## src/dcb_pkg.sv

```systemverilog
// package: register map, field layout and timing for the config/id bank
package dcb_pkg;
  // register byte offsets
  localparam logic [7:0] OFS_CFG2 = 8'h00;
  localparam logic [7:0] OFS_CFG3 = 8'h04;
  localparam logic [7:0] OFS_CTRL = 8'h08;
  localparam logic [7:0] OFS_ID = 8'h0C;
  localparam logic [7:0] OFS_RCAUSE = 8'h10;
  localparam logic [7:0] OFS_ISTAT = 8'h14;
  localparam logic [7:0] OFS_IMASK = 8'h18;
  localparam logic [7:0] OFS_UNLOCK = 8'h1C;
  // config word 3 fields
  localparam int CFG3_USBPWR = 31;
  localparam int CFG3_USB_IDENT_PIN = 30;
  localparam int CFG3_REMAP1 = 29;
  localparam int CFG3_MOD1 = 28;
  // control register fields
  localparam int CTRL_REMAP_LK = 13;
  localparam int CTRL_MOD_LK = 12;
  localparam int CTRL_JTAG = 3;
  localparam int CTRL_TDO = 0;
  localparam logic [31:0] CTRL_MASK = 32'h0000_3009;
  localparam logic [31:0] CTRL_RST = 32'h0000_0001;
  localparam logic [31:0] CFG3_MASK = 32'hF000_FFFF;
  localparam logic [31:0] CFG2_MASK = 32'h0000_0007;
  // reset cause bits
  localparam int RC_BROWNOUT = 1;
  localparam int RC_OVERVOLT = 0;
  // interrupt status bits
  localparam int IRQ_BROWNOUT = 0;
  localparam int IRQ_OVERVOLT = 1;
  localparam int IRQ_LOCKVIOL = 2;
  // unlock keys
  // arbitrary key values
  localparam logic [31:0] KEY1 = 32'h1357_2468;
  localparam logic [31:0] KEY2 = 32'h8642_7531;
  // regulator startup delay
  localparam int STARTUP_NS = 10000;
  localparam int CLK_NS = 8;
  localparam int STARTUP_CYC = (STARTUP_NS + CLK_NS - 1) / CLK_NS;

  typedef enum logic [2:0] {
    UL_IDLE = 3'b001,
    UL_KEY1 = 3'b010,
    UL_OPEN = 3'b100
  } dcb_ul_t;

  typedef struct packed {
    logic [31:0] haddr;
    logic [1:0] htrans;
    logic hwrite;
    logic [2:0] hsize;
    logic hsel;
    logic hready;
  } dcb_ahb_req_t;

  typedef struct packed {
    logic [31:0] cfg2;
    logic [31:0] cfg3;
  } dcb_nvm_t;

  typedef struct packed {
    logic usb_power_pin_owner;
    logic usb_ident_pin_owner;
    logic boundary_port_enable;
    logic two_wire_out_use;
    logic pin_remap_wr_ok;
    logic module_disable_wr_ok;
  } dcb_pins_t;
endpackage

```

## src/dcb_bank.sv

```systemverilog
// device configuration and identification register bank with AHB-Lite slave
//
// Design decisions made here: the AHB-Lite slave port and the register addresses.
`timescale 1ns/1ns
// ----------------------------------------------------------------------------
// ----------------------------------------------------------------------------
module dcb_bank
  import dcb_pkg::*;
#(
  parameter logic [3:0] SILICON_REVISION = 4'h1, // arbitrary value
  parameter logic [27:0] PART_IDENTIFIER = 28'h0ABC123, // arbitrary value
  parameter int STARTUP_CYCLES = STARTUP_CYC
) (
  // clock and reset
  input wire logic clk_i,
  input wire logic rstn_i,
  // ahb-lite slave
  input wire logic hsel_i,
  input wire logic [31:0] haddr_i,
  input wire logic [1:0] htrans_i,
  input wire logic hwrite_i,
  input wire logic [2:0] hsize_i,
  input wire logic hready_i,
  input wire logic [31:0] hwdata_i,
  output logic [31:0] hrdata_o,
  output logic hreadyout_o,
  output logic hresp_o,
  // nonvolatile config words, stable at reset release
  input wire logic [31:0] nvm_cfg2_i,
  input wire logic [31:0] nvm_cfg3_i,
  // analog monitors and power events (asynchronous)
  input wire logic overvolt_i,
  input wire logic brownout_i,
  input wire logic wake_i,
  // debug tag read
  output logic [15:0] debug_tag_o,
  // control outputs
  output logic [2:0] sys_pll_in_divider_o,
  output logic [3:0] pll_div_ratio_o,
  output dcb_pins_t pins_o,
  output logic io_enable_o,
  output logic core_reset_o,
  output logic exec_enable_o,
  output logic irq_o
);
  typedef struct packed {
    dcb_nvm_t nvm;
    logic loaded;
    logic [31:0] ctrl;
    logic remap_used;
    logic mod_used;
    dcb_ul_t ul;
    logic [31:0] rcause;
    logic [2:0] istat;
    logic [2:0] imask;
    logic [15:0] startup_cnt;
    logic [1:0] ov_sync;
    logic [1:0] bo_sync;
    logic [1:0] wk_sync;
    logic bo_q;
    logic wk_q;
    logic dph_wr;
    logic [7:0] dph_addr;
    logic [31:0] rdata;
    logic hready;
    logic irq;
    logic core_rst;
    logic exec_en;
    logic io_en;
    logic [3:0] ratio;
    dcb_pins_t pins;
  } dcb_st_t;

  dcb_st_t st_r;
  dcb_st_t st_nxt;

  // divide ratio for the pll input divider code
  function automatic logic [3:0] div_ratio(input logic [2:0] code);
    case (code)
      3'h6: div_ratio = 4'hA;
      3'h7: div_ratio = 4'hC;
      default: div_ratio = {1'b0, code} + 4'h1;
    endcase
  endfunction

  logic aph;
  logic [31:0] cfg3_view;
  logic [31:0] ctrl_wr;
  logic bo_evt;
  logic lock_viol;

  assign aph = hsel_i && hready_i && htrans_i[1];
  assign cfg3_view = st_r.nvm.cfg3 & CFG3_MASK;

  always_comb begin
    st_nxt = st_r;
    lock_viol = 1'b0;
    ctrl_wr = st_r.ctrl;
    // ------------------------------------------------------------------------
    // synchronisers and event detect
    // ------------------------------------------------------------------------
    st_nxt.ov_sync = {st_r.ov_sync[0], overvolt_i};
    st_nxt.bo_sync = {st_r.bo_sync[0], brownout_i};
    st_nxt.wk_sync = {st_r.wk_sync[0], wake_i};
    st_nxt.bo_q = st_r.bo_sync[1];
    st_nxt.wk_q = st_r.wk_sync[1];
    bo_evt = st_r.bo_sync[1] && !st_r.bo_q;
    // ------------------------------------------------------------------------
    // configuration load
    // ------------------------------------------------------------------------
    if (!st_r.loaded) begin
      st_nxt.nvm.cfg2 = nvm_cfg2_i;
      st_nxt.nvm.cfg3 = nvm_cfg3_i;
      st_nxt.loaded = 1'b1;
    end
    // ------------------------------------------------------------------------
    // reset, startup delay
    // ------------------------------------------------------------------------
    st_nxt.io_en = !st_r.ov_sync[1];
    st_nxt.core_rst = st_r.ov_sync[1] || st_r.bo_sync[1];
    if (st_r.ov_sync[1] || st_r.bo_sync[1] || (st_r.wk_sync[1] && !st_r.wk_q)) begin
      st_nxt.startup_cnt = 16'(STARTUP_CYCLES);
    end else if (st_r.startup_cnt != 16'h0000) begin
      st_nxt.startup_cnt = st_r.startup_cnt - 16'h0001;
    end
    st_nxt.exec_en = (st_nxt.startup_cnt == 16'h0000) && !st_nxt.core_rst;
    // ------------------------------------------------------------------------
    // bus
    // ------------------------------------------------------------------------
    st_nxt.hready = 1'b1;
    st_nxt.dph_wr = aph && hwrite_i;
    st_nxt.dph_addr = haddr_i[7:0];
    if (aph && !hwrite_i) begin
      if (haddr_i[7:0] == OFS_CFG2) begin
        st_nxt.rdata = st_r.nvm.cfg2 & CFG2_MASK;
      end else if (haddr_i[7:0] == OFS_CFG3) begin
        st_nxt.rdata = cfg3_view;
      end else if (haddr_i[7:0] == OFS_CTRL) begin
        st_nxt.rdata = st_r.ctrl & CTRL_MASK;
      end else if (haddr_i[7:0] == OFS_ID) begin
        st_nxt.rdata = {SILICON_REVISION, PART_IDENTIFIER};
      end else if (haddr_i[7:0] == OFS_RCAUSE) begin
        st_nxt.rdata = st_r.rcause;
      end else if (haddr_i[7:0] == OFS_ISTAT) begin
        st_nxt.rdata = {29'h0, st_r.istat};
      end else if (haddr_i[7:0] == OFS_IMASK) begin
        st_nxt.rdata = {29'h0, st_r.imask};
      end else begin
        st_nxt.rdata = 32'h0000_0000;
      end
    end
    // data-phase writes
    if (st_r.dph_wr) begin
      if (st_r.dph_addr == OFS_UNLOCK) begin
        if (hwdata_i == KEY1) begin
          st_nxt.ul = UL_KEY1;
        end else if (hwdata_i == KEY2 && st_r.ul == UL_KEY1) begin
          st_nxt.ul = UL_OPEN;
        end else begin
          st_nxt.ul = UL_IDLE;
        end
      end else if (st_r.dph_addr == OFS_CTRL) begin
        ctrl_wr = hwdata_i & CTRL_MASK;
        st_nxt.ctrl[CTRL_JTAG] = ctrl_wr[CTRL_JTAG];
        st_nxt.ctrl[CTRL_TDO] = ctrl_wr[CTRL_TDO];
        if (ctrl_wr[CTRL_REMAP_LK] != st_r.ctrl[CTRL_REMAP_LK]) begin
          // release of the lock is refused once spent in single mode
          if (st_r.ul != UL_OPEN ||
              (!ctrl_wr[CTRL_REMAP_LK] && st_r.remap_used && cfg3_view[CFG3_REMAP1])) begin
            lock_viol = 1'b1;
          end else begin
            st_nxt.ctrl[CTRL_REMAP_LK] = ctrl_wr[CTRL_REMAP_LK];
            if (!ctrl_wr[CTRL_REMAP_LK]) begin
              st_nxt.remap_used = 1'b1;
            end
          end
        end
        if (ctrl_wr[CTRL_MOD_LK] != st_r.ctrl[CTRL_MOD_LK]) begin
          if (st_r.ul != UL_OPEN ||
              (!ctrl_wr[CTRL_MOD_LK] && st_r.mod_used && cfg3_view[CFG3_MOD1])) begin
            lock_viol = 1'b1;
          end else begin
            st_nxt.ctrl[CTRL_MOD_LK] = ctrl_wr[CTRL_MOD_LK];
            if (!ctrl_wr[CTRL_MOD_LK]) begin
              st_nxt.mod_used = 1'b1;
            end
          end
        end
        st_nxt.ul = UL_IDLE;
      end else if (st_r.dph_addr == OFS_RCAUSE) begin
        st_nxt.rcause = st_r.rcause & ~hwdata_i;
      end else if (st_r.dph_addr == OFS_ISTAT) begin
        st_nxt.istat = st_r.istat & ~hwdata_i[2:0];
      end else if (st_r.dph_addr == OFS_IMASK) begin
        st_nxt.imask = hwdata_i[2:0];
      end
    end
    // ------------------------------------------------------------------------
    // sticky events: set wins over clear
    // ------------------------------------------------------------------------
    if (bo_evt) begin
      st_nxt.rcause[RC_BROWNOUT] = 1'b1;
      st_nxt.istat[IRQ_BROWNOUT] = 1'b1;
    end
    if (st_r.ov_sync[1]) begin
      st_nxt.rcause[RC_OVERVOLT] = 1'b1;
      st_nxt.istat[IRQ_OVERVOLT] = 1'b1;
    end
    if (lock_viol) begin
      st_nxt.istat[IRQ_LOCKVIOL] = 1'b1;
    end
    st_nxt.irq = |(st_nxt.istat & st_nxt.imask);
    // ------------------------------------------------------------------------
    // registered pin controls
    // ------------------------------------------------------------------------
    st_nxt.ratio = div_ratio(st_nxt.nvm.cfg2[2:0]);
    st_nxt.pins.usb_power_pin_owner = st_nxt.nvm.cfg3[CFG3_USBPWR];
    st_nxt.pins.usb_ident_pin_owner = st_nxt.nvm.cfg3[CFG3_USB_IDENT_PIN];
    st_nxt.pins.boundary_port_enable = st_nxt.ctrl[CTRL_JTAG];
    st_nxt.pins.two_wire_out_use = st_nxt.ctrl[CTRL_TDO];
    st_nxt.pins.pin_remap_wr_ok = !st_nxt.ctrl[CTRL_REMAP_LK];
    st_nxt.pins.module_disable_wr_ok = !st_nxt.ctrl[CTRL_MOD_LK];
  end

  always_ff @(posedge clk_i or negedge rstn_i) begin
    if (!rstn_i) begin
      st_r <= '0;
      st_r.ctrl <= CTRL_RST;
      st_r.ul <= UL_IDLE;
      st_r.hready <= 1'b1;
      st_r.io_en <= 1'b1;
      st_r.startup_cnt <= 16'(STARTUP_CYCLES);
      st_r.ratio <= 4'h1;
      st_r.pins.two_wire_out_use <= 1'b1;
      st_r.pins.pin_remap_wr_ok <= 1'b1;
      st_r.pins.module_disable_wr_ok <= 1'b1;
    end else begin
      st_r <= st_nxt;
    end
  end

  // ------------------------------------------------------------------------
  // outputs
  // ------------------------------------------------------------------------
  assign hrdata_o = st_r.rdata;
  assign hreadyout_o = st_r.hready;
  assign hresp_o = 1'b0;
  assign debug_tag_o = st_r.nvm.cfg3[15:0];
  assign sys_pll_in_divider_o = st_r.nvm.cfg2[2:0];
  assign pll_div_ratio_o = st_r.ratio;
  assign pins_o = st_r.pins;
  assign io_enable_o = st_r.io_en;
  assign core_reset_o = st_r.core_rst;
  assign exec_enable_o = st_r.exec_en;
  assign irq_o = st_r.irq;

  // ------------------------------------------------------------------------
  // checks
  // ------------------------------------------------------------------------
  chk_lock_needs_key: assert property (@(posedge clk_i) disable iff (!rstn_i)
    $rose(st_r.ctrl[CTRL_REMAP_LK]) |-> $past(st_r.ul) == UL_OPEN)
    else $error("remap lock set without unlock");
  chk_modlock_key: assert property (@(posedge clk_i) disable iff (!rstn_i)
    $changed(st_r.ctrl[CTRL_MOD_LK]) |-> $past(st_r.ul) == UL_OPEN)
    else $error("module lock changed without unlock");
  chk_remap_once: assert property (@(posedge clk_i) disable iff (!rstn_i)
    $fell(st_r.ctrl[CTRL_REMAP_LK]) && cfg3_view[CFG3_REMAP1] |-> !$past(st_r.remap_used))
    else $error("second remap release");
  chk_mod_once: assert property (@(posedge clk_i) disable iff (!rstn_i)
    $fell(st_r.ctrl[CTRL_MOD_LK]) && cfg3_view[CFG3_MOD1] |-> !$past(st_r.mod_used))
    else $error("second module release");
  chk_cfg3_zero: assert property (@(posedge clk_i) disable iff (!rstn_i)
    aph && !hwrite_i && haddr_i[7:0] == OFS_CFG3 |=> hrdata_o[27:16] == 12'h000)
    else $error("cfg3 reserved bits nonzero");
  chk_ctrl_zero: assert property (@(posedge clk_i) disable iff (!rstn_i)
    aph && !hwrite_i && haddr_i[7:0] == OFS_CTRL |=> (hrdata_o & ~CTRL_MASK) == 32'h0)
    else $error("ctrl reserved bits nonzero");
  chk_ov_reset: assert property (@(posedge clk_i) disable iff (!rstn_i)
    st_r.ov_sync[1] |=> core_reset_o && !io_enable_o)
    else $error("overvoltage not holding reset");
  chk_bo_flag: assert property (@(posedge clk_i) disable iff (!rstn_i)
    bo_evt |=> st_r.rcause[RC_BROWNOUT] && core_reset_o)
    else $error("brownout flag missing");
  chk_startup_hold: assert property (@(posedge clk_i) disable iff (!rstn_i)
    st_r.wk_sync[1] && !st_r.wk_q
    |=> st_r.startup_cnt == 16'(STARTUP_CYCLES) && !exec_enable_o)
    else $error("startup delay not restarted on wake");
  chk_div_map: assert property (@(posedge clk_i) disable iff (!rstn_i)
    sys_pll_in_divider_o == 3'h7 |-> pll_div_ratio_o == 4'hC)
    else $error("divider code 7 wrong");
  chk_div_six: assert property (@(posedge clk_i) disable iff (!rstn_i)
    sys_pll_in_divider_o == 3'h6 |-> pll_div_ratio_o == 4'hA)
    else $error("divider code 6 wrong");
  chk_div_five: assert property (@(posedge clk_i) disable iff (!rstn_i)
    sys_pll_in_divider_o == 3'h5 |-> pll_div_ratio_o == 4'h6)
    else $error("divider code 5 wrong");
  chk_usb_power_owner: assert property (@(posedge clk_i) disable iff (!rstn_i)
    st_r.loaded |-> pins_o.usb_power_pin_owner == cfg3_view[CFG3_USBPWR])
    else $error("usb power pin owner wrong");
  chk_usb_ident_owner: assert property (@(posedge clk_i) disable iff (!rstn_i)
    st_r.loaded |-> pins_o.usb_ident_pin_owner == cfg3_view[CFG3_USB_IDENT_PIN])
    else $error("usb ident pin owner wrong");
  chk_tag_view: assert property (@(posedge clk_i) disable iff (!rstn_i)
    st_r.loaded |-> debug_tag_o == cfg3_view[15:0])
    else $error("debug tag wrong");
  chk_remap_gate: assert property (@(posedge clk_i) disable iff (!rstn_i)
    pins_o.pin_remap_wr_ok == !st_r.ctrl[CTRL_REMAP_LK])
    else $error("remap write gate wrong");
  chk_modoff_gate: assert property (@(posedge clk_i) disable iff (!rstn_i)
    pins_o.module_disable_wr_ok == !st_r.ctrl[CTRL_MOD_LK])
    else $error("module disable write gate wrong");
  chk_jtag_follow: assert property (@(posedge clk_i) disable iff (!rstn_i)
    pins_o.boundary_port_enable == st_r.ctrl[CTRL_JTAG])
    else $error("boundary port enable wrong");
  chk_tdo_follow: assert property (@(posedge clk_i) disable iff (!rstn_i)
    pins_o.two_wire_out_use == st_r.ctrl[CTRL_TDO])
    else $error("two-wire data-out use wrong");
  chk_id_read: assert property (@(posedge clk_i) disable iff (!rstn_i)
    aph && !hwrite_i && haddr_i[7:0] == OFS_ID
    |=> hrdata_o == {SILICON_REVISION, PART_IDENTIFIER})
    else $error("id register read wrong");
  chk_cfg_frozen: assert property (@(posedge clk_i) disable iff (!rstn_i)
    st_r.loaded && $past(st_r.loaded) |-> $stable(st_r.nvm))
    else $error("config words changed after load");
  chk_bus_okay: assert property (@(posedge clk_i) disable iff (!rstn_i)
    hreadyout_o && !hresp_o)
    else $error("bus not ready or not okay");
  chk_irq_level: assert property (@(posedge clk_i) disable iff (!rstn_i)
    irq_o == |(st_r.istat & st_r.imask))
    else $error("interrupt level wrong");
  chk_viol_flag: assert property (@(posedge clk_i) disable iff (!rstn_i)
    lock_viol |=> st_r.istat[IRQ_LOCKVIOL])
    else $error("lock violation not flagged");
  chk_key_gate: assert property (@(posedge clk_i) disable iff (!rstn_i)
    $fell(st_r.ctrl[CTRL_REMAP_LK]) |-> $past(st_r.ul) == UL_OPEN)
    else $error("remap lock released without unlock");
  chk_key_order: assert property (@(posedge clk_i) disable iff (!rstn_i)
    st_r.ul == UL_OPEN |-> $past(st_r.ul) == UL_KEY1 || $past(st_r.ul) == UL_OPEN)
    else $error("unlock opened out of order");
  chk_bo_sticky: assert property (@(posedge clk_i) disable iff (!rstn_i)
    st_r.rcause[RC_BROWNOUT] && !(st_r.dph_wr && st_r.dph_addr == OFS_RCAUSE)
    |=> st_r.rcause[RC_BROWNOUT])
    else $error("brownout flag lost");
  chk_io_restore: assert property (@(posedge clk_i) disable iff (!rstn_i)
    !st_r.ov_sync[1] |=> io_enable_o)
    else $error("io not enabled without overvoltage");
  chk_exec_gate: assert property (@(posedge clk_i) disable iff (!rstn_i)
    core_reset_o |-> !exec_enable_o)
    else $error("execution during core reset");
  cov_unlock: cover property (@(posedge clk_i) disable iff (!rstn_i)
    st_r.ul == UL_KEY1 ##1 st_r.ul == UL_OPEN);
  cov_lock_set: cover property (@(posedge clk_i) disable iff (!rstn_i)
    $rose(st_r.ctrl[CTRL_REMAP_LK]));
  cov_irq: cover property (@(posedge clk_i) disable iff (!rstn_i) $rose(irq_o));
  cov_wake_restart: cover property (@(posedge clk_i) disable iff (!rstn_i)
    st_r.wk_sync[1] && !st_r.wk_q);
  cov_release_refused: cover property (@(posedge clk_i) disable iff (!rstn_i)
    lock_viol && st_r.ul == UL_OPEN);
endmodule

```

## config.mk

```make
export PLATFORM = sky130hd
export DESIGN_NAME = dcb_bank
export DESIGN_NICKNAME = d
export VERILOG_FILES = /design/src/dcb_pkg.sv /design/src/dcb_bank.sv
export SDC_FILE = /design/constraint.sdc
export NUM_CORES = 1
export LEC_CHECK = 0
export ABC_AREA = 1
export BUFFER_PORTS_ARGS = -buffer_cell sky130_fd_sc_hd__buf_2
export CAP_MARGIN = 20
export CORE_UTILIZATION = 35
export CTS_BUF_LIST = sky130_fd_sc_hd__clkbuf_8
export DETAILED_ROUTE_END_ITERATION = 10
export MAX_ROUTING_LAYER = met4
export PLACE_DENSITY = 0.62
export SKIP_CTS_REPAIR_TIMING = 1
export SYNTH_ARGS = -nofsm -noshare
export SYNTH_HDL_FRONTEND = slang
export SYNTH_SLANG_ARGS = --single-unit
```

## constraint.sdc

```tcl
create_clock -name clk_i -period 2.8 [get_ports clk_i]
set_clock_uncertainty 0.2 [all_clocks]
set_input_delay 0.56 -clock clk_i [delete_from_list [all_inputs] [get_ports clk_i]]
set_output_delay 0.56 -clock clk_i [all_outputs]
set_load 0.01 [all_outputs]
```

# Word-level counts from Yosys, hierarchy flattened
# Cells that the tools add are included.
op_classes:
  add_sub_neg: 2
  n_eq_ne: 23
  muxes: 52
  bitwise: 11
  reduce_logical: 40
op_table:
  columns: ["cell", "n"]
  rows:
  - ["$mux 32", 6]
  - ["$mux 38", 2]
  - ["$eq 8x5->1 const B", 7]
  - ["$mux 44", 1]
  - ["$mux 36", 1]
  - ["$and 32x32->32", 1]
  - ["$eq 32x29->1 const B", 1]
  - ["$eq 32x32->1 const B", 1]
  - ["$mux 16", 2]
  - ["$not 32->32", 1]
  - ["$mux 3", 9]
  - ["$mux 1", 25]
  - ["$eq 8x4->1 const B", 3]
  - ["$logic_not 16->1", 1]
  - ["$reduce_bool 16->1", 1]
  - ["$sub 16x1->16 const B", 1]
  - ["$logic_and 1x1->1", 12]
  - ["$mux 6", 2]
  - ["$reduce_and 4->1", 3]
  - ["$reduce_and 6->1", 2]
  - ["$reduce_bool 2->1", 5]
  - ["$logic_not 1->1", 9]
  - ["$eq 8x3->1 const B", 1]
  - ["$logic_not 8->1", 1]
  - ["other kinds (14)", 30]
word_totals:
  ff_bits: 162
  inputBits: 141
  out_inout_bits: 67
  elab_cells: 161

# Longest topological paths before layout
# Gate-level depths: netlist of run 1.
depth:
  word_depth: 14
  depth_mapped: 14
  ltp_nobuf: 14

# Worst setup path before layout of run 1
# No wires, ideal clock.
synth_timing:
  path_kind: "input-to-reg"
  from: "input haddr_i[1]"
  to: "register st_r (netlist bit hrdata_o[1])"
  arrival_ns: 1.521
  required_time_ns: 2.534
  setup_slack_ns: 1.013
  stages: 8
  path_cell_list: "nor2_1 > nand2_1 > nor3_4 > buf_6 > a21oi_1 > nand3b_1 > nand2_1 > nand2_1"
synth_between:
  elab_chain_cells: 8
synth_lines:
  columns: ["item", "line", "source"]
  rows:
  - ["start, declared", "dcb_bank.sv:19", "input wire logic [31:0] haddr_i,"]
  - ["$eq 8x5->1", "dcb_bank.sv:146", "end else if (haddr_i[7:0] == OFS_IMASK) begin"]
  - ["$mux 3", "dcb_bank.sv:146", null]
  - ["$mux 3", "dcb_bank.sv:144", "end else if (haddr_i[7:0] == OFS_ISTAT) begin"]
  - ["$mux 32", "dcb_bank.sv:142", "end else if (haddr_i[7:0] == OFS_RCAUSE) begin"]
  - ["$mux 32", "dcb_bank.sv:140", "end else if (haddr_i[7:0] == OFS_ID) begin"]
  - ["$mux 32", "dcb_bank.sv:138", "end else if (haddr_i[7:0] == OFS_CTRL) begin"]
  - ["$mux 32", "dcb_bank.sv:136", "end else if (haddr_i[7:0] == OFS_CFG3) begin"]
  - ["$mux 32 (*)", "dcb_bank.sv:134", "if (haddr_i[7:0] == OFS_CFG2) begin"]
  - ["end signal, assigned", "dcb_bank.sv:238", "st_r <= st_nxt;"]
  - ["end, declared", "dcb_bank.sv:74", "dcb_st_t st_r;"]
# Mark *: on every way between the ends. The rest lies on a longest branch, timed or not.
# A chain may end at the register's enable or synchronous reset.

==> results.md, run 1 <==
- Final-stage net count: 1044
- Core Util, Final: 41.0%
- Lkg Pwr: 4.23 nW
- Async set-reset flop share out of synthesis: 100%
- DR vias: 5346
- GRT Util Overall: 18.4%
- Root Buffer Master: clkbuf_8
- Share of layout cells above drive strength 1: 24.2%
- Worst Hold Class: input pin to register
- Ys Warns: 0
- Top cell type by total area after synthesis: dfrtp_1
- Setup ws final: 0.658 ns
- H-tree Lvls: 4
- FF+latch count, synth: 146
- CP required: 2.95 ns
- Setup_tns: 0 ns
- Crit Path Class: register to register
- Max IR drop VDD: 296 µV
- Top cell types by occurrence after synthesis: nand2_1 (216), dfrtp_1 (135), inv_1 (88)
- Gp weighted congestion: 0.885
- Post-Place Cells: 1141
- Initial drt markers: 305
- Vias per inst: 4.53
- Pre-CTS worst setup slack: 0.402 ns
- Input/output buffers: 136
- Wirelength per Cell: 14.5 µm
- Final setup fails: 0
- Yosys cell types: 42
- WHS: 0.0307 ns
- Initial antenna violation count: 2
- Die X-Extent: 143 µm
- Max Cap Viol: 0
- Top post-synthesis cells by area: dfrtp_1 (49%), nand2_1 (12%), buf_4 (6.9%), inv_1 (4.8%), dfstp_2 (4.2%)
- Fin. max-slew vios: 0
- Num CTS Buffers: 17
- Row count: 51
- Worst-path maximum fanout: 6
- Vias in the first global route: 5198
- Area share of the largest cell type after synthesis: 48.7%
- Clock sink count: 146
- Most used flip-flop cell after synthesis: dfrtp_1
- Longest Clk Path Bufs: 2
- DRC viols: 0
- Most common cell in the netlist: nand2_1
- First-pass GRT wire length: 27.2 mm
- Detail Placement HPWL: 12.8 mm
- Final WL: 17.0 mm
- Synthesis-to-finish area growth: 15.0%
- RSZ-0062 raised after global routing: false
- Initial Util: 35.7%
- CTS tree: built
- Nature of the critical path startpoint: register
- Worst-Margin Slew: 0.585 ns
- Post-synth EDFFs: 0
- Fmax: 467 MHz
- CP arrival: 2.29 ns
- Crit. End Element: register
- Fillers: 1973
- Clock transition at the registers of the reported paths: 0.08 ns
- First drt pass iteration count: 4
- Placed inst area: 7520 µm²
- Flip-flop and latch area: 3670 µm²
- Ports: 208
- Antenna-violating nets left: 0
- Relative slew slack: 61.0%
- Worst skew pair latency: 0.45 ns
- Cells after Synth: 806
- Crit share post-route: 76.5%
- CORE AREA: 19500 µm²
- Multi-input logic area: 2360 µm²
- Largest net degree at the start of global routing: 64
- Outcome: complete, no violations
- Finished Cell Area: 7990 µm²
- Final min period: 2.14 ns
- Syn_area_per_cell: 8.61 µm²
- Final hold violations: 0
- Synthesized cell area: 6940 µm²
- Die area: 20400 µm²
- P per Cell Area: 541 nW/µm²
- Total power: 4.32 mW
- Die height: 143 µm
- Post-synthesis sequential area ratio: 52.8%
- Congestion Overflow GR: 0
- Finished Layout Cells: 1179
[layer usage]
| layer | part of all wire (%) | vias up | global-route usage [%] | routed length (µm) |
|---|---|---|---|---|
| li1 | - | 2697 | - | - |
| met1 | 47 | 2507 | 23.7 | 7940 |
| met2 | 46 | 123 | 27.6 | 7850 |
| met3 | 5.4 | 19 | 5.00 | 924 |
| met4 | 1.9 | 0 | 6.62 | 320 |
| met5 | 0 | - | - | 0 |
[where the power goes]
group | total (mW) | internal (mW) | switching, mW
registers | 2.22 | 2.17 | 0.0469
logic | 0.335 | 0.120 | 0.214
clock network | 1.76 | 0.916 | 0.848
total | 4.32 | 3.21 | 1.11
[state kept, by name, indices dropped and copies added, names as in the netlist]
name / flops
irq_o: 1
debug_tag_o: 16
exec_enable_o: 1
sys_pll_in_divider_o: 3
io_enable_o: 1
st_nxt: 5
pins_o: 2
core_reset_o: 1
cfg3_view: 4
st_r: 76
hrdata_o: 32
pll_div_ratio_o: 4
[cell families (layout without fill, tap and decap cells)]
family	Yosys count	count (layout)	share of synthesized area (%)
fa+ha+maj	4	4	0.721
other cells	2	5	0.108
simple gates	363	363	23.2
flops	146	146	52.8
compound gates	109	109	9.08
buf+inv	176	281	13.3
xor+xnor	6	6	0.757
[worst paths after layout]
check	start	to	slack, ns	cells after the start
setup / recovery	st_r[64]	exec_enable_o	0.66	14
hold / removal	haddr_i[5]	st_r[52]	0.03	1
setup reg to reg	st_r[64]	exec_enable_o	0.66	14
hold reg to reg	st_nxt[59]	st_nxt[56]	0.15	0
max in group asynchronous	rstn_i	st_r[118]	1.18	3
min in group asynchronous	rstn_i	st_r[73]	0.45	2
[worst max-delay path, cell delays in order, from the launching register on]
cell and delay (ns):
dfrtp_1 0.41, inv_1 0.17, ha_1 0.21, inv_1 0.04
nor2_1 0.08, nand2_1 0.05, nor2_1 0.18, nand2_1 0.10
nand3_1 0.07, nand2_1 0.06, inv_1 0.05, nand2_1 0.04
nor2_1 0.12, nand3_1 0.10, nor3_2 0.16
[layout make-up]
cell class                      instances  area share [%]
Timing Repair Buffer                  153            10.5
Clock buffer                           18            3.10
Clock inverter                         14            2.21
Antenna cell                            2          0.0627
Multi-Input combinational cell        485            29.6
Tap cell                              265            4.15
Sequential cell                       146            45.9
Inverter                               96            4.51
[cells in the final DEF (no fill, tap or decap), types with 4 or more instances in the layout]
cell and count:
inv_2 6, nand3_1 40, o22ai_1 5, nand2_1 216
a21oi_1 30, nor4_1 4, o21ai_1 14, nor2_2 6
nor3_1 6, o21ai_0 31, nand2_2 4, xor2_1 4
inv_1 89, nand4_1 9, clkbuf_8 18, nor2_4 6
dfstp_2 11, nand3b_1 5, dfrtp_1 135, a221oi_1 8
buf_2 135, nor2_1 58, a21boi_0 7, buf_4 12
ha_1 4, a21boi_1 6, dlygate4sd3_1 4
No activity file was read; power rests on OpenSTA's default activity.
==> run 2, diff against run 1 <==
--- a/config.mk
+++ b/config.mk
@@ -12,7 +12,7 @@
 export CTS_BUF_LIST = sky130_fd_sc_hd__clkbuf_8
 export DETAILED_ROUTE_END_ITERATION = 10
 export MAX_ROUTING_LAYER = met4
-export PLACE_DENSITY = 0.62
+export PLACE_DENSITY = 0.64
 export SKIP_CTS_REPAIR_TIMING = 1
 export SYNTH_ARGS = -nofsm -noshare
 export SYNTH_HDL_FRONTEND = slang
==> constraint.sdc (replaced) <==
create_clock -name clk_i -period 1.92 [get_ports clk_i]
set_clock_uncertainty 0.2 [all_clocks]
set_input_delay 0.384 -clock clk_i [delete_from_list [all_inputs] [get_ports clk_i]]
set_output_delay 0.384 -clock clk_i [all_outputs]
set_load 0.01 [all_outputs]
==> results.md, run 2 (same netlist as run 1, synthesis figures left out) <==
- Share of layout cells above drive strength 1: 26.2% (+2.0 points)
- Largest net degree at the start of global routing: 48 (-25%)
- Finished Layout Cells: 1269 (+7.6%)
- Final min period: 1.94 ns (-0.206 ns)
- CORE AREA: 19500 µm² (unchanged)
- Longest Clk Path Bufs: 2 (unchanged)
- Input/output buffers: 136 (unchanged)
- Worst path slowest cell: dfstp_2
- DRC viols: 0 (unchanged)
- Vias in the first global route: 5337 (+2.7%)
- Die height: 143 µm (unchanged)
- Num CTS Buffers: 17 (unchanged)
- Flip-flop and latch area: 3670 µm² (unchanged)
- Crit Path Class: register to register
- Gp weighted congestion: 0.892 (+0.85%)
- Final-stage net count: 1136 (+8.8%)
- DR vias: 5759 (+7.7%)
- CTS tree: built
- Finished Cell Area: 8890 µm² (+11%)
- Most common cell after layout, fill and taps aside: nand2_1
- Synthesis-to-finish area growth: 28.1%
- Row count: 51 (unchanged)
- Outcome: finished, violations left
- Post-Place Cells: 1174 (+2.9%)
- CP required: 2.09 ns (-0.86 ns)
- First-pass GRT wire length: 27.3 mm (+0.61%)
- Clock transition at the registers of the reported paths: 0.09 ns (about the same)
- Congestion Overflow GR: 0 (unchanged)
- WHS: 0.0130 ns (-0.0177 ns)
- CP arrival: 2.11 ns (-0.18 ns)
- Antenna-violating nets left: 0 (unchanged)
- H-tree Lvls: 4 (unchanged)
- RR Startpoint: st_r[65]
- Fmax: 516 MHz (+11%)
- Ports: 208 (unchanged)
- Final hold violations: 0 (unchanged)
- Crit share post-route: 101% (+24 points)
- Placed inst area: 7850 µm² (+4.5%)
- P per Cell Area: 707 nW/µm² (+31%)
- Nature of the critical path startpoint: register
- Final setup fails: 1 (+1)
- Root Buffer Master: clkbuf_8
- Multi-input logic area: 2380 µm² (+0.85%)
- Max IR drop VDD: 386 µV (+30%)
- Final WL: 18.1 mm (+6.2%)
- Wirelength per Cell: 14.3 µm (-1.3%)
- Initial drt markers: 330 (+8.2%)
- Worst Hold Class: input pin to register
- Setup ws final: -0.0161 ns (-0.674 ns)
- GRT Util Overall: 18.3% (-0.093 points)
- Die X-Extent: 143 µm (unchanged)
- Worst setup path startpoint: st_r[65]
- Crit path max-delay family: simple AND/OR/NAND/NOR gates
- Hold_sp: hready_i
- Critical Path, Cell by Cell: inv_1 -> ha_2 -> inv_1 -> nor2_1 -> nand2_1 -> nor2_2 -> nand3_1 -> nand2_1 -> nor2_2 -> nand2_1 -> nor2_1 -> nand3_1 -> nor3_2
- Commonest non-fill, non-tap cells in the layout: nand2_1 (213), dfrtp_1 (135), buf_2 (135), inv_1 (87), dlygate4sd3_1 (62)
- RSZ-0062 raised after global routing: true
- Max FFs per register: 76 (unchanged)
- Die area: 20400 µm² (unchanged)
- ANT cells: 0 (-2)
- Worst-path maximum fanout: 3 (-3)
- Failing checks: negative setup slack
- Fin. max-slew vios: 0 (unchanged)
- Max Cap Viol: 0 (unchanged)
- Buf+Inv Stages, Crit Path: 2 (-1)
- Initial antenna violation count: 0 (-2)
- First drt pass iteration count: 5 (+1)
- Worst skew pair latency: 0.45 ns (about the same)
- Vias per inst: 4.54 (about the same)
- Largest reg by FF count: st_r
- Setup_tns: -0.0161 ns (-0.0161 ns)
- CP dominant cell by count: nand2_1
- Initial Util: 35.7% (unchanged)
- Fillers: 1899 (-3.8%)
- Lkg Pwr: 4.66 nW (+10%)
- Crit. End Element: register
- Clock sink count: 146 (unchanged)
- Detail Placement HPWL: 13.3 mm (+3.7%)
- Max stage delay on crit path: 0.54 ns (+0.13 ns)
run 2: power breakdown:
part	internal (mW)	switching [mW]
clock network	1.10	1.31
logic	0.290	0.346
registers	3.17	0.0684
total	4.56	1.72
run 2: final cells by class:
cell class | count | area share [%]
clock buffers | 18 | 2.79
clock inverters | 14 | 1.66
inverters | 96 | 4.05
multi-input cells | 485 | 26.8
flip-flops and latches | 146 | 41.2
well taps | 265 | 3.73
repair buffers | 245 | 19.8
run 2: through the flow:
step / power [mW] / utilization (%) / setup WS, ns
6_report: 6.28 / 45.7 / -0.0161
5_1_grt: 6.56 / 45.7 / -0.153
4_1_cts: 6.25 / 42.4 / -0.0987
3_5_place_dp: 3.83 / 40.3 / -0.0556
3_3_place_gp: 3.82 / 40.3 / -0.0696
2_1_floorplan: 3.57 / - / 0.168
run 2: routing by layer:
metal  up-vias  routed length (µm)  global-route usage, %
met5         -                   0                      -
met4         0                 244                   5.49
met3        21                 771                   3.59
met2       138                8540                   28.4
met1      2727                8540                   24.0
li1       2873                   -                      -
run 2: path summary, 6_finish.rpt:
path / endpoint / cells after the start / slack (ns)
max: exec_enable_o / 13 / -0.02
min: st_r[55] / 3 / 0.01
max reg2reg: exec_enable_o / 13 / -0.02
min reg2reg: st_r[63] / 0 / 0.15
max in group asynchronous: pins_o[1] / 3 / 0.68
min in group asynchronous: hrdata_o[25] / 2 / 0.19
run 2: tightest hold or removal path, stage by stage:
cell and delay, ns:
buf_2 0.09, nand3_1 0.10, nor2_1 0.05
==> run 3, diff against run 2 <==
--- a/config.mk
+++ b/config.mk
@@ -11,6 +11,7 @@
 export CORE_UTILIZATION = 35
 export CTS_BUF_LIST = sky130_fd_sc_hd__clkbuf_8
 export DETAILED_ROUTE_END_ITERATION = 10
+export HOLD_SLACK_MARGIN = 0.1
 export MAX_ROUTING_LAYER = met4
 export PLACE_DENSITY = 0.64
 export SKIP_CTS_REPAIR_TIMING = 1
==> results.md, run 3 (same netlist as run 1, synthesis figures left out) <==
- GRT Util Overall: 18.3% (unchanged)
- Hold_sp: nvm_cfg2_i[1]
- Worst skew pair latency: 0.45 ns (about the same)
- CORE AREA: 19500 µm² (unchanged)
- First-pass GRT wire length: 27.3 mm (unchanged)
- Ports: 208 (unchanged)
- Reg2Reg Depth: 13 (unchanged)
- Setup_tns: -0.0160 ns (+0.0000884 ns)
- Fin. max-slew vios: 0 (unchanged)
- WHS Endpoint: sys_pll_in_divider_o[1]
- Share of layout cells above drive strength 1: 26.1% (-0.078 points)
- Critical R2R Capture: exec_enable_o
- Setup ws final: -0.0160 ns (+0.0000884 ns)
- Max stage delay on crit path: 0.54 ns (about the same)
- Hold Path Depth: 4 (+1)
- Initial Util: 35.7% (unchanged)
- Max IR drop VDD: 387 µV (+0.24%)
- Congestion Overflow GR: 0 (unchanged)
- Largest net degree at the start of global routing: 48 (unchanged)
- Finished Layout Cells: 1272 (+0.24%)
- Outcome: finished, violations left
- Pre-CTS worst setup slack: -0.0556 ns (unchanged)
- Clock transition at the registers of the reported paths: 0.10 ns (about the same)
- Die X-Extent: 143 µm (unchanged)
- P per Cell Area: 705 nW/µm² (-0.24%)
- Net switching power: 1.73 mW (+0.17%)
- Initial drt markers: 334 (+1.2%)
- Switching share of power: 27.5% (about the same)
- Flop-to-flop setup slack: -0.02 ns (about the same)
- Nature of the critical path startpoint: register
- Final hold violations: 0 (unchanged)
- Failing checks: negative setup slack
- Vias per inst: 4.54 (about the same)
- Longest Clk Path Bufs: 2 (unchanged)
- Die area: 20400 µm² (unchanged)
- P_int: 4.56 mW (about the same)
- First drt pass iteration count: 5 (unchanged)
- Final setup fails: 1 (unchanged)
- DRC viols: 0 (unchanged)
- Crit path max-delay family: simple AND/OR/NAND/NOR gates
- RSZ-0062 raised after global routing: true
- Antenna-violating nets left: 0 (unchanged)
- CP arrival: 2.11 ns (about the same)
- RR Startpoint: st_r[65]
- Part of the power in registers: 51.5% (about the same)
- Clock sink count: 146 (unchanged)
- Gp weighted congestion: 0.892 (unchanged)
- Row count: 51 (unchanged)
- DR vias: 5775 (+0.28%)
- Commonest non-fill, non-tap cells in the layout: nand2_1 (213), dfrtp_1 (135), buf_2 (135), inv_1 (87), dlygate4sd3_1 (65)
- Vias in the first global route: 5337 (unchanged)
- Die height: 143 µm (unchanged)
- Final WL: 18.1 mm (about the same)
- Fmax: 517 MHz (about the same)
- CP dominant cell by count: nand2_1
- Max FFs per register: 76 (unchanged)
- H-tree Lvls: 4 (unchanged)
- CTS tree: built
- Crit. End Element: register
- Post-Place Cells: 1174 (unchanged)
- Combinational Power Share: 10.2% (about the same)
- Buf+Inv Stages, Crit Path: 2 (unchanged)
- Max Cap Viol: 0 (unchanged)
- ANT cells: 0 (unchanged)
- CP required: 2.09 ns (about the same)
- Num CTS Buffers: 17 (unchanged)
- Most common cell after layout, fill and taps aside: nand2_1
- Initial antenna violation count: 0 (unchanged)
- Lkg Pwr: 4.68 nW (+0.32%)
- Worst path slowest cell: dfstp_2
- Total power: 6.29 mW (about the same)
- Critical Path, Cell by Cell: inv_1 -> ha_2 -> inv_1 -> nor2_1 -> nand2_1 -> nor2_2 -> nand3_1 -> nand2_1 -> nor2_2 -> nand2_1 -> nor2_1 -> nand3_1 -> nor3_2
- Final min period: 1.94 ns (-0.0000884 ns)
- Worst-path maximum fanout: 3 (unchanged)
- Clock power frac: 38.4% (about the same)
- Root Buffer Master: clkbuf_8
- Crit Path Class: register to register
- Detail Placement HPWL: 13.3 mm (unchanged)
- Final-stage net count: 1139 (+0.26%)
- Synthesis-to-finish area growth: 28.6%
- Worst Hold Class: input pin to register
- Crit share post-route: 101% (about the same)
- Wirelength per Cell: 14.2 µm (-0.25%)
- Largest reg by FF count: st_r
- Input/output buffers: 136 (unchanged)
[run 3: cell count changes in the layout (fill, tap and decap cells not counted), sizes merged]
| cell | delta |
|---|---|
| dlygate4sd3 | +3 |
[run 3: worst max path at each step]
stage | startpoint | slack, ns | depth (start not counted) | to
floorplan | st_r[64] | 0.17 | 14 | exec_enable_o
global placement | haddr_i[1] | -0.07 | 11 | hrdata_o[10]
detailed placement | st_r[65] | -0.06 | 8 | exec_enable_o
CTS | st_r[65] | -0.1 | 8 | exec_enable_o
global route | st_r[65] | -0.15 | 13 | exec_enable_o
finish | st_r[65] | -0.02 | 13 | exec_enable_o
[run 3: tightest hold or removal path, stage by stage]
cell and delay [ns]:
buf_2 0.08, nand2_1 0.04, o21ai_0 0.07, buf_4 0.14
[run 3: layer usage]
| layer | global-route usage [%] | wire length [µm] | vias to the layer above |
|---|---|---|---|
| met3 | 3.59 | 696 | 18 |
| li1 | - | - | 2876 |
| met5 | - | 0 | - |
| met1 | 24.0 | 8610 | 2750 |
| met4 | 5.49 | 225 | 0 |
| met2 | 28.4 | 8560 | 131 |
[run 3: power groups by stage]
stage	sequential, mW	clock (mW)	combinational [mW]
3_3_place_gp	3.30	0	0.527
4_1_cts	3.24	2.48	0.536
2_1_floorplan	3.27	0	0.292
3_5_place_dp	3.30	0	0.534
5_1_grt	3.25	2.60	0.715
6_report	3.24	2.41	0.639
[run 3: cell type report]
type | count | area [µm²]
clock inverters | 14 | 148
flip-flops and latches | 146 | 3670
inverters | 96 | 360
multi-input cells | 485 | 2380
well taps | 265 | 332
clock buffers | 18 | 248
fillers | 1898 | 10500
repair buffers | 248 | 1790
[run 3: metrics by stage]
| stage | instance area [µm²] | utilization [%] | hold WS, ns |
|---|---|---|---|
| global route | 8920 | 45.9 | 0.104 |
| finish | 8920 | 45.9 | 0.0936 |
| detailed placement | 7850 | 40.3 | 0.115 |
| floorplan | 6950 | - | -0.112 |
| CTS | 8250 | 42.4 | -0.388 |
| global placement | 7850 | 40.3 | 0.115 |
